--- src/hw/servo_port_pkg.sv ---
// Purpose: shared constants for the servo axis control port
// Assumes: 250 MHz system clock
// Notes:   offsets are five-bit I/O addresses, board-relative except 0x12
package servo_port_pkg;
    // =========================================================
    // register offsets
    localparam logic [4:0] OFF_PORT_A      = 5'h00;
    localparam logic [4:0] OFF_PORT_B      = 5'h01;
    localparam logic [4:0] OFF_PORT_C      = 5'h02;
    localparam logic [4:0] OFF_PORT_CTRL   = 5'h03;
    localparam logic [4:0] OFF_DAC1_LO     = 5'h08;
    localparam logic [4:0] OFF_DAC1_HI     = 5'h09;
    localparam logic [4:0] OFF_DAC2_LO     = 5'h0a;
    localparam logic [4:0] OFF_DAC2_HI     = 5'h0b;
    localparam logic [4:0] OFF_LATCH_BOARD = 5'h10;
    localparam logic [4:0] OFF_LATCH_ALL   = 5'h12;

    // =========================================================
    // field positions
    localparam int A_MODE_LSB   = 0;
    localparam int A_MODE_W     = 3;
    localparam int A_LED1       = 3;
    localparam int A_LED2       = 4;
    localparam int A_SYN_A      = 5;
    localparam int A_SYN_B      = 6;
    localparam int A_SYN_I      = 7;
    localparam int B_ENC_REAL   = 0;
    localparam int B_DAC_JOINT  = 1;
    localparam int B_SCLK_EN    = 2;
    localparam int B_DBL_BUF    = 3;
    localparam int B_IDX_EN     = 4;
    localparam int C_HB1        = 0;
    localparam int C_IDX1       = 1;
    localparam int C_HB2        = 2;
    localparam int C_IDX2       = 3;
    localparam int C_ADC_IDLE   = 4;

    // =========================================================
    // reset values and widths
    localparam logic [7:0] PORT_A_RST    = 8'h00;
    localparam logic [7:0] PORT_B_RST    = 8'h00;
    localparam logic [7:0] PORT_CTRL_RST = 8'h00;
    localparam logic [7:0] RDATA_UNMAP   = 8'h00;
    localparam int         DAC_W         = 12;
    localparam int         AXES          = 2;

    // =========================================================
    // timing
    localparam longint CLK_KHZ      = 250000;
    localparam longint HB_TIME_MS   = 50;
    localparam longint HB_CYCLES    = HB_TIME_MS * CLK_KHZ;
    localparam int     HB_CNT_W     = 24;
endpackage : servo_port_pkg

--- src/hw/dac_cmd_if.sv ---
// Purpose: carries converter load commands to one channel
// Assumes: all signals on sys_clk
// Notes:   strobes are one-cycle pulses
`timescale 1ns/1ps
interface dac_cmd_if;
    logic       wr_lo;
    logic       wr_hi;
    logic [7:0] wdata;
    logic       latch;
    logic       dbl_buf;
    modport ctrl (output wr_lo, output wr_hi, output wdata, output latch, output dbl_buf);
    modport chan (input wr_lo, input wr_hi, input wdata, input latch, input dbl_buf);
endinterface : dac_cmd_if

--- src/hw/dac_channel.sv ---
// Purpose: two-stage setpoint latch of one converter channel
// Assumes: low byte is written before the high nibble
// Notes:   output comes from a register
`timescale 1ns/1ps
module dac_channel #(
    parameter int W = 12
) (
    // clock and reset
    input  wire logic         clk,
    input  wire logic         rst_n,
    // commands
    dac_cmd_if.chan           cmd,
    // converter output
    output logic [W-1:0]      dac_out
);
    logic [7:0]   lo_reg;
    logic [W-1:0] first_reg;
    logic [W-1:0] out_reg;
    logic [W-1:0] word_next;

    assign word_next = {cmd.wdata[W-9:0], lo_reg};

    always_ff @(posedge clk or negedge rst_n) begin
        if (!rst_n) begin
            lo_reg    <= 8'h00;
            first_reg <= '0;
            out_reg   <= '0;
        end else begin
            if (cmd.wr_lo) begin
                lo_reg <= cmd.wdata;
            end
            if (cmd.wr_hi) begin
                first_reg <= word_next;
            end
            if (!cmd.dbl_buf && cmd.wr_hi) begin
                out_reg <= word_next;
            end else if (cmd.dbl_buf && cmd.latch) begin
                // one sample of delay: setpoint lands on the next latch
                out_reg <= first_reg;
            end
        end
    end

    assign dac_out = out_reg;
endmodule : dac_channel

--- src/hw/servo_axis_control_port.sv ---
// Purpose: control and status ports of a two-axis servo board
// Assumes: host bus strobes already on sys_clk, one cycle each
// Notes:   converter and counter devices sit outside this block
`timescale 1ns/1ps

// Behaviour
// - normal mode output follows written value
// - double-buffered output updates on board latch
// - one sample period setpoint delay
// - port A 0-2 drives shared counter mode
// - port A 5-7 synthetic encoder A,B,I
// - port B 0 selects synthetic or real
// - port B 1 selects loopback or joints
// - sample strobe counts only with B2
// - B3 selects high-write or latch update
// - B4 low clears index flags, high arms
// - armed index pulse latches counter value
// - port C 0 joint 1 heartbeat
// - low byte write retriggers heartbeat
// - port C 1 joint 1 index seen
// - port C 2,3 same for joint 2
// - port C 4 high when converters idle
// - access 0x10 or 0x12 makes latch
// - heartbeat is 50 ms retriggerable one-shot
module servo_axis_control_port
    import servo_port_pkg::*;
#(
    parameter longint HB_TICKS        = servo_port_pkg::HB_CYCLES,
    parameter bit     DAC_ON_SW_LATCH = 1'b1
) (
    // clock and reset
    input  wire logic                               sys_clk,
    input  wire logic                               nrst,
    // host i/o bus
    input  wire logic                               board_hit,
    input  wire logic [4:0]                         io_addr,
    input  wire logic                               io_wr,
    input  wire logic                               io_rd,
    input  wire logic [7:0]                         io_wdata,
    output logic      [7:0]                         io_rdata,
    // backplane and board pins
    input  wire logic                               sample_strobe_line,
    input  wire logic                               adc_busy,
    input  wire logic [servo_port_pkg::AXES-1:0]    joint_enc_a,
    input  wire logic [servo_port_pkg::AXES-1:0]    joint_enc_b,
    input  wire logic [servo_port_pkg::AXES-1:0]    joint_enc_i,
    // to the encoder counter units
    output logic [servo_port_pkg::A_MODE_W-1:0]     counter_mode,
    output logic [servo_port_pkg::AXES-1:0]         counter_enc_a,
    output logic [servo_port_pkg::AXES-1:0]         counter_enc_b,
    output logic [servo_port_pkg::AXES-1:0]         counter_enc_i,
    output logic [servo_port_pkg::AXES-1:0]         counter_capture,
    // analog section and indicators
    output logic                                    board_latch,
    output logic                                    dac_to_joints,
    output logic [servo_port_pkg::DAC_W-1:0]        dac1_out,
    output logic [servo_port_pkg::DAC_W-1:0]        dac2_out,
    output logic [servo_port_pkg::AXES-1:0]         diag_led,
    output logic [servo_port_pkg::AXES-1:0]         heartbeat
);
    import servo_port_pkg::*;

    // =========================================================
    // reset release
    logic rst_s1_reg;
    logic rst_n;

    always_ff @(posedge sys_clk or negedge nrst) begin
        if (!nrst) begin
            rst_s1_reg <= 1'b0;
            rst_n      <= 1'b0;
        end else begin
            rst_s1_reg <= 1'b1;
            rst_n      <= rst_s1_reg;
        end
    end

    // =========================================================
    // pin synchronisers
    localparam int SYNC_W = 2 + 3 * AXES;
    logic [SYNC_W-1:0] pin_s1_reg;
    logic [SYNC_W-1:0] pin_s2_reg;
    logic              strobe_d_reg;
    logic              strobe_s;
    logic              busy_s;
    logic [AXES-1:0]   enc_a_s;
    logic [AXES-1:0]   enc_b_s;
    logic [AXES-1:0]   enc_i_s;

    always_ff @(posedge sys_clk or negedge rst_n) begin
        if (!rst_n) begin
            pin_s1_reg   <= '0;
            pin_s2_reg   <= '0;
            strobe_d_reg <= 1'b0;
        end else begin
            pin_s1_reg   <= {sample_strobe_line, adc_busy, joint_enc_a, joint_enc_b,
                             joint_enc_i};
            pin_s2_reg   <= pin_s1_reg;
            strobe_d_reg <= strobe_s;
        end
    end

    assign strobe_s = pin_s2_reg[SYNC_W-1];
    assign busy_s   = pin_s2_reg[SYNC_W-2];
    assign enc_a_s  = pin_s2_reg[3*AXES-1:2*AXES];
    assign enc_b_s  = pin_s2_reg[2*AXES-1:AXES];
    assign enc_i_s  = pin_s2_reg[AXES-1:0];

    // =========================================================
    // address decode
    function automatic logic hit(input logic [4:0] a, input logic [4:0] off);
        hit = (a == off);
    endfunction : hit

    logic board_wr;
    logic board_rd;
    logic wr_a;
    logic wr_b;
    logic wr_ctrl;
    logic wr_d1_lo;
    logic wr_d1_hi;
    logic wr_d2_lo;
    logic wr_d2_hi;
    logic sw_latch;

    assign board_wr = board_hit && io_wr;
    assign board_rd = board_hit && io_rd;
    // port C is never written: it has no write decode at all
    assign wr_a     = board_wr && hit(io_addr, OFF_PORT_A);
    assign wr_b     = board_wr && hit(io_addr, OFF_PORT_B);
    assign wr_ctrl  = board_wr && hit(io_addr, OFF_PORT_CTRL);
    assign wr_d1_lo = board_wr && hit(io_addr, OFF_DAC1_LO);
    assign wr_d1_hi = board_wr && hit(io_addr, OFF_DAC1_HI);
    assign wr_d2_lo = board_wr && hit(io_addr, OFF_DAC2_LO);
    assign wr_d2_hi = board_wr && hit(io_addr, OFF_DAC2_HI);
    // 0x12 latches every board, so it ignores the board select
    assign sw_latch = ((board_hit && hit(io_addr, OFF_LATCH_BOARD))
                      || hit(io_addr, OFF_LATCH_ALL)) && (io_wr || io_rd);

    // =========================================================
    // output ports
    logic [7:0] port_a_reg;
    logic [7:0] port_b_reg;
    logic [7:0] port_ctrl_reg;

    always_ff @(posedge sys_clk or negedge rst_n) begin
        if (!rst_n) begin
            port_a_reg    <= PORT_A_RST;
            port_b_reg    <= PORT_B_RST;
            port_ctrl_reg <= PORT_CTRL_RST;
        end else begin
            if (wr_a)    port_a_reg    <= io_wdata;
            if (wr_b)    port_b_reg    <= io_wdata;
            if (wr_ctrl) port_ctrl_reg <= io_wdata;
        end
    end

    logic sclk_en;
    logic dbl_buf;
    logic idx_en;

    assign sclk_en = port_b_reg[B_SCLK_EN];
    assign dbl_buf = port_b_reg[B_DBL_BUF];
    assign idx_en  = port_b_reg[B_IDX_EN];

    // =========================================================
    // board latch
    logic strobe_rise;
    logic latch_next;
    logic dac_latch;
    logic latch_reg;
    logic dac_latch_reg;

    assign strobe_rise = strobe_s && !strobe_d_reg && sclk_en;
    assign latch_next  = strobe_rise || sw_latch;
    // software latch reaches the converters only when strapped to
    assign dac_latch   = strobe_rise || (sw_latch && DAC_ON_SW_LATCH);

    always_ff @(posedge sys_clk or negedge rst_n) begin
        if (!rst_n) begin
            latch_reg     <= 1'b0;
            dac_latch_reg <= 1'b0;
        end else begin
            latch_reg     <= latch_next;
            dac_latch_reg <= dac_latch;
        end
    end

    // =========================================================
    // converter channels
    dac_cmd_if d1_cmd ();
    dac_cmd_if d2_cmd ();

    assign d1_cmd.wr_lo   = wr_d1_lo;
    assign d1_cmd.wr_hi   = wr_d1_hi;
    assign d1_cmd.wdata   = io_wdata;
    assign d1_cmd.latch   = dac_latch_reg;
    assign d1_cmd.dbl_buf = dbl_buf;
    assign d2_cmd.wr_lo   = wr_d2_lo;
    assign d2_cmd.wr_hi   = wr_d2_hi;
    assign d2_cmd.wdata   = io_wdata;
    assign d2_cmd.latch   = dac_latch_reg;
    assign d2_cmd.dbl_buf = dbl_buf;

    dac_channel #(.W(DAC_W)) u_dac1 (
        .clk     (sys_clk),
        .rst_n   (rst_n),
        .cmd     (d1_cmd),
        .dac_out (dac1_out)
    );

    dac_channel #(.W(DAC_W)) u_dac2 (
        .clk     (sys_clk),
        .rst_n   (rst_n),
        .cmd     (d2_cmd),
        .dac_out (dac2_out)
    );

    // =========================================================
    // heartbeat one-shots
    localparam logic [HB_CNT_W-1:0] HB_LOAD = HB_CNT_W'(HB_TICKS);
    logic [HB_CNT_W-1:0] hb_cnt_reg [AXES];
    logic [AXES-1:0]     hb_kick;

    assign hb_kick = {wr_d2_lo, wr_d1_lo};

    for (genvar g = 0; g < AXES; g++) begin : g_hb
        always_ff @(posedge sys_clk or negedge rst_n) begin
            if (!rst_n) begin
                hb_cnt_reg[g] <= '0;
            end else if (hb_kick[g]) begin
                hb_cnt_reg[g] <= HB_LOAD;
            end else if (hb_cnt_reg[g] != '0) begin
                hb_cnt_reg[g] <= hb_cnt_reg[g] - 1'b1;
            end
        end
    end

    logic [AXES-1:0] hb_now;
    assign hb_now = {hb_cnt_reg[1] != '0, hb_cnt_reg[0] != '0};

    // =========================================================
    // index latch and calibration capture
    logic [AXES-1:0] idx_flag_reg;
    logic [AXES-1:0] idx_d_reg;
    logic [AXES-1:0] capture_reg;
    logic [AXES-1:0] idx_sel;

    always_ff @(posedge sys_clk or negedge rst_n) begin
        if (!rst_n) begin
            idx_flag_reg <= '0;
            idx_d_reg    <= '0;
            capture_reg  <= '0;
        end else begin
            idx_d_reg <= idx_sel;
            if (!idx_en) begin
                idx_flag_reg <= '0;
            end else begin
                idx_flag_reg <= idx_flag_reg | idx_sel;
            end
            // every armed index edge captures, later ones too
            capture_reg <= idx_en ? (idx_sel & ~idx_d_reg) : '0;
        end
    end

    // =========================================================
    // encoder routing and board outputs
    logic [AXES-1:0] enc_a_next;
    logic [AXES-1:0] enc_b_next;
    logic [AXES-1:0] enc_i_next;
    logic            enc_real;

    assign enc_real   = port_b_reg[B_ENC_REAL];
    assign enc_a_next = enc_real ? enc_a_s : {AXES{port_a_reg[A_SYN_A]}};
    assign enc_b_next = enc_real ? enc_b_s : {AXES{port_a_reg[A_SYN_B]}};
    assign enc_i_next = enc_real ? enc_i_s : {AXES{port_a_reg[A_SYN_I]}};
    assign idx_sel    = enc_i_next;

    logic [AXES-1:0] enc_a_reg;
    logic [AXES-1:0] enc_b_reg;
    logic [AXES-1:0] enc_i_reg;

    always_ff @(posedge sys_clk or negedge rst_n) begin
        if (!rst_n) begin
            enc_a_reg <= '0;
            enc_b_reg <= '0;
            enc_i_reg <= '0;
        end else begin
            enc_a_reg <= enc_a_next;
            enc_b_reg <= enc_b_next;
            enc_i_reg <= enc_i_next;
        end
    end

    assign counter_mode    = port_a_reg[A_MODE_LSB +: A_MODE_W];
    assign diag_led        = {port_a_reg[A_LED2], port_a_reg[A_LED1]};
    assign dac_to_joints   = port_b_reg[B_DAC_JOINT];
    assign counter_enc_a   = enc_a_reg;
    assign counter_enc_b   = enc_b_reg;
    assign counter_enc_i   = enc_i_reg;
    assign counter_capture = capture_reg | {AXES{latch_reg}};
    assign board_latch     = latch_reg;
    assign heartbeat       = hb_now;

    // =========================================================
    // status port and read data
    logic [7:0] port_c_val;
    logic [7:0] rd_next;
    logic [7:0] rdata_reg;

    assign port_c_val = {3'h0,
                         !busy_s,
                         idx_flag_reg[1], hb_now[1],
                         idx_flag_reg[0],
                         hb_now[0]};

    assign rd_next = hit(io_addr, OFF_PORT_A)    ? port_a_reg    :
                     hit(io_addr, OFF_PORT_B)    ? port_b_reg    :
                     hit(io_addr, OFF_PORT_C)    ? port_c_val    :
                     hit(io_addr, OFF_PORT_CTRL) ? port_ctrl_reg : RDATA_UNMAP;

    always_ff @(posedge sys_clk or negedge rst_n) begin
        if (!rst_n) begin
            rdata_reg <= RDATA_UNMAP;
        end else if (board_rd) begin
            rdata_reg <= rd_next;
        end
    end

    assign io_rdata = rdata_reg;
endmodule : servo_axis_control_port

--- config.mk ---
export PLATFORM = sky130hd
export DESIGN_NAME = servo_axis_control_port
export DESIGN_NICKNAME = d
export VERILOG_FILES = /design/src/hw/servo_port_pkg.sv /design/src/hw/dac_cmd_if.sv /design/src/hw/dac_channel.sv /design/src/hw/servo_axis_control_port.sv
export SDC_FILE = /design/constraint.sdc
export NUM_CORES = 1
export LEC_CHECK = 0
export ABC_CLOCK_PERIOD_IN_PS = 10000
export BUFFER_PORTS_ARGS = -buffer_cell sky130_fd_sc_hd__buf_2
export CAP_MARGIN = 15
export CORE_UTILIZATION = 40
export DETAILED_ROUTE_END_ITERATION = 16
export SLEW_MARGIN = 10
export SYNTH_ARGS = -nofsm -noshare
export SYNTH_HDL_FRONTEND = slang
export SYNTH_HIERARCHICAL = 1
export SYNTH_SLANG_ARGS = --single-unit
--- constraint.sdc ---
create_clock -name sys_clk -period 10 [get_ports sys_clk]
set_clock_uncertainty 0.05 [all_clocks]
set_input_delay 1 -clock sys_clk [delete_from_list [all_inputs] [get_ports sys_clk]]
set_output_delay 1 -clock sys_clk [all_outputs]
set_load 0.005 [all_outputs]
======== After elaboration in Yosys (flattened, before gate mapping) ========
Index checks and enable logic that the tools add are counted.
storage, ports and cells
  flip-flop bits (word level) ............. 174
cells by class
  reduce and logical (&&, ||, !) cells .... 29
  bitwise logic cells ..................... 4
  equality and inequality tests ........... 9
  multiplexer cells ....................... 17
  add/subtract/negate cells ............... 2
operators by type and width
  operator                                                                count
  24-bit 2-to-1 mux                                                       4
  12-bit 2-to-1 mux                                                       4
  24-bit nonzero test                                                     2
  24-bit by 1-bit subtractor with 24-bit output (second input constant)   2
  8-bit 2-to-1 mux                                                        4
  5-bit by 4-bit equality test with 1-bit output (second input constant)  4
  1-bit logical AND                                                       16
  5-bit by 2-bit equality test with 1-bit output (second input constant)  2
  5-bit equality test (second input constant)                             2
  2-bit 2-to-1 mux                                                        5
  2-bit nonzero test                                                      4
  5-bit by 1-bit equality test with 1-bit output (second input constant)  1
  5-bit logical NOT                                                       1
  2-bit OR                                                                2
  1-bit logical NOT                                                       3
  1-bit logical OR                                                        3
  2-bit bitwise AND                                                       1
  2-bit NOT                                                               1

======== Logic depth before layout (Yosys ltp) ========
  word-level depth ........................ 5
  mapped depth ............................ 8
  gate-level depth less buffers ........... 7

======== Cells and area by module ========
The synthesis kept the hierarchy.
modules (own cells, without submodules)
  module                   seq. area each (um^2)  instances  area an instance (um^2)  cells each
  servo_axis_control_port  2,752.6                1          5,067.4                  458
  dac_channel              800.8                  2          1,483.9                  94

======== Least setup slack after synthesis ========
OpenSTA, ideal clock, no wires.
  path type ............................... input -> register
  from .................................... input port board_hit
  to ...................................... register u_dac1.lo_reg[0]
  slack ................................... 7.155 ns
  data required time ...................... 9.825 ns
  path buffers ............................ 3
  arrival ................................. 2.670 ns
  stages on the path ...................... 7
  path through ............................ clkbuf_1 -> and4b_1 -> nand3b_1 -> inv_1 -> clkbuf_1 -> buf_2 -> mux2_2
between the ends
  cells in the longest elaborated chain, start to end .. 2
RTL lines
  element               RTL line                        text
  from (decl)           servo_axis_control_port.sv:35   input wire logic board_hit,
  1-bit logical AND     servo_axis_control_port.sv:126  assign board_wr = board_hit && io_wr;
  1-bit logical AND     servo_axis_control_port.sv:132  assign wr_d1_lo = board_wr && hit(io_addr, OFF_DAC1_LO);
  via d1_cmd.wr_lo      dac_cmd_if.sv:6                 logic wr_lo;
  to (signal assigned)  dac_channel.sv:30               lo_reg <= cmd.wdata;
  to (decl)             dac_channel.sv:16               logic [7:0] lo_reg;
The timed path passes the listed nets, and every way through them passes these cells.
A chain may end at the register's enable or synchronous reset.

======== Worst setup path in the final report ========
  from .................................... register hb_cnt_reg[24] (netlist name)
  to ...................................... output port heartbeat[0] (netlist name)
between the ends
  cells in the longest elaborated chain, start to end .. 1
RTL lines
  element                            RTL line                        text
  from (decl)                        servo_axis_control_port.sv:222  logic [HB_CNT_W-1:0] hb_cnt_reg [AXES];
  from (signal, indexed assignment)  servo_axis_control_port.sv:234  hb_cnt_reg[g] <= hb_cnt_reg[g] - 1'b1;
  24-bit nonzero test                servo_axis_control_port.sv:240  assign hb_now = {hb_cnt_reg[1] != '0, hb_cnt_reg[0] != '0};
  to (decl)                          servo_axis_control_port.sv:59   output logic [servo_port_pkg::AXES-1:0] heartbeat
No other way between the ends.

==> flow_metrics.env <==
export IMPL_vias=5269
export IMPL_final_area_um2=9160
export IMPL_clk_pin_slew_worst_paths_ns=0.07
export IMPL_ys_ff_latch=174
export IMPL_die_w_um=144
export IMPL_port_buffers=74
export IMPL_seq_area_frac_synth_pct=54.2
export IMPL_peakVddDrop_uv=136
export IMPL_grt_pass1_vias=5450
export IMPL_cts_sinks=174
export IMPL_post_cts_setup_buffers=0
export IMPL_whs_ns=0.203
export IMPL_routedWlPerCell_um=17.4
export IMPL_htree_levels=4
export IMPL_netlist_area_um2=8040
export IMPL_seq_area_um2=4360
export IMPL_grt_max_degree=83
export IMPL_syn_to_final_growth_pct=14.0
export IMPL_status="complete, no violations"
export IMPL_detail_route_antenna_nets=0
export IMPL_async_flop_share_pct=100
export IMPL_dr_pass1_iters=4
export IMPL_cts_root_buf="clkbuf_16"
export IMPL_p_leak_nw=3.94
export IMPL_post_route_drc_count=0
export IMPL_critPathTopFamily="simple AND/OR/NAND/NOR gates"
export IMPL_syn_avg_cell_area_um2=12.4
export IMPL_nFillCells=1822
export IMPL_slew_violations=0
export IMPL_coreArea_um2=19600
export IMPL_yosys_warnings=6
export IMPL_gp_congestion=0.808
export IMPL_rsz0062_at_grt="no"
export IMPL_largest_register_ffs=48
export IMPL_layout_nets=743
export IMPL_maxSlewHeadroom_pct=31.4
export IMPL_synthMuxAreaShare_pct=18.8
export IMPL_tritoncts="built"
export IMPL_synth_simple_gate_area_share_pct=13.7
export IMPL_vias_per_cell=5.32
export IMPL_final_common_cell="dfrtp_1"
export IMPL_cpPeakStageDelay_ns=0.73
export IMPL_io_pins=75
export IMPL_cts_made_buffers=17
export IMPL_syn_instance_count=646
export IMPL_utilization_pct=46.8
export IMPL_dp_cells=959
export IMPL_grt_pass1_wl_um=28700
export IMPL_fin_setup_tns_ns=0
export IMPL_diodes=0
export IMPL_dp_slack_ns=6.50
export IMPL_insertion_delay_ns=0.42
export IMPL_cts_hold_buf=0
export IMPL_start_util_pct=41.0
export IMPL_synth_cell_types=66
export IMPL_final_cells=991
export IMPL_synth_compound_area_share_pct=6.21
export IMPL_synth_main_ff_cell="dfrtp_1"
export IMPL_total_power_mw=1.91
export IMPL_layout_setup_ws_ns=6.06
export IMPL_slowest_stage="nor3_2"
export IMPL_worstPathMaxFanout=12
export IMPL_placed_area_um2=8550
export IMPL_die_area_um2=20700
export IMPL_num_rows=51
export IMPL_drtIter0Drc=311
export IMPL_multiInputGateArea_um2=3400
export IMPL_cp_data_arrival_time_ns=2.89
export IMPL_synth_xor_area_share_pct=2.94
export IMPL_finalSetupViolCount=0
export IMPL_critPathKind="flop to output pin"
export IMPL_powerDensity_nw_per_um2=209
export IMPL_layout_worst_path_cycle_share_pct=39.4
export IMPL_cp_start_kind="flop"
export IMPL_fin_crit_ns=3.94
export IMPL_synth_top_family_by_area="multiplexers"
export IMPL_cts_max_path_buffers=2
export IMPL_worstHoldPathType="flop to asynchronous set/reset pin"
export IMPL_syn_nets=676
export IMPL_dieHeight_um=144
export IMPL_crit_required_ns=8.95
export IMPL_hold_viol=0
export IMPL_post_cts_resized=0
export IMPL_finalWirelength_um=17300
export IMPL_cp_num_buf_inv=2
export IMPL_fmax_mhz=254
export IMPL_synthAdderAreaFrac_pct=0.623
export IMPL_crit_chain="inv_1 -> ha_1 -> or4b_1 -> nor3_2 -> nand4_2 -> buf_2"
export IMPL_antenna_found_initial=1
export IMPL_tightest_slew_ns=1.03
export IMPL_dpl_hpwl_um=11700
export IMPL_grt_usage_pct=18.2
export IMPL_layout_drive_gt1_share_pct=27.3
export IMPL_layout_common_cells="dfrtp_1, buf_2, mux2i_1"
export IMPL_cp_end_kind="output pin"
export IMPL_synth_edf_count=0
export IMPL_gr_total_overflow=0
export IMPL_max_cap_violations=0
worst register-to-register path, stage by stage (launching register included):
cell and delay [ns]:
dfrtp_1 0.40, inv_1 0.11, ha_1 0.15, or4b_1 0.50
nor3_2 0.73, nand4_2 0.31, o21ai_1 0.26, mux2i_1 0.21
power by group:
group | total, mW | internal (mW) | switching, mW
registers | 0.924 | 0.814 | 0.110
logic | 0.314 | 0.157 | 0.157
clock network | 0.676 | 0.387 | 0.289
synthesized netlist by cell type (all sizes together), types with 2 or more instances:
master   count  area share [%]
a2111oi      3            0.40
a211oi       7            0.65
a21o         2            0.19
a21oi       19             1.2
a222oi       3            0.37
a22oi        4            0.37
a31oi        7            0.54
a41oi        2            0.22
and2         2            0.16
and3         8            0.62
and3b        2            0.22
and4         3            0.33
buf         19             2.3
clkbuf      13            0.61
dfrtp      174              54
ha           4            0.62
inv         12            0.56
mux2        64             9.7
mux2i       73             9.1
nand2       48             2.2
nand2b       6            0.47
nand3       10            0.78
nand3b       5            0.47
nand4        3            0.39
nor2        31             1.4
nor2b        2            0.16
nor3        13             1.0
nor4        16             1.7
nor4b        3            0.67
o211ai       3            0.28
o21a         2            0.19
o21ai       14            0.87
or2          4            0.31
or3         12            0.93
or4         10             1.1
or4b         3            0.37
xnor2       23             2.5
xor2         4            0.44
area by class of cell:
type	count	share of cell area, %
tap	265	3.62
clock inverter	13	1.69
sequential	174	47.6
multi-input combinational	428	37.2
timing repair buffer	80	4.53
inverter	12	0.492
clock buffer	19	4.94
metal layers:
metal  global-route usage [%]  routed length [µm]  up-vias
met4                     4.42                 110        2
li1                         -                   -     2470
met3                     4.17                 708        8
met1                     23.7                7760     2702
met5                        0                   8        -
met2                     30.5                8690       87
cell families (layout without fill, tap and decap cells):
family,count (synthesis),after routing
other cells,1,1
flops,174,174
buf+inv,44,124
fa+ha+maj,4,4
compound gates,75,75
xor+xnor,27,27
simple gates,184,184
mux,137,137
worst paths after layout:
check                                      startpoint                               to  slack (ns)  cells past startpoint
min                                   rst_n$_DFF_PN0_          pin_s2_reg[3]$_DFF_PN0_        0.20                      0
max reg2reg                hb_cnt_reg[24]$_DFFE_PN0P_       hb_cnt_reg[30]$_DFFE_PN0P_        7.20                      7
min reg2reg                           rst_n$_DFF_PN0_          pin_s2_reg[3]$_DFF_PN0_        0.20                      0
max in group asynchronous             rst_n$_DFF_PN0_  u_dac1/first_reg[8]$_DFFE_PN0P_        7.56                      2
max                        hb_cnt_reg[24]$_DFFE_PN0P_                     heartbeat[0]        6.06                      6
min in group sys_clk          pin_s1_reg[6]$_DFF_PN0_          pin_s2_reg[6]$_DFF_PN0_        0.30                      0
Power figures use the tool's default switching activity.
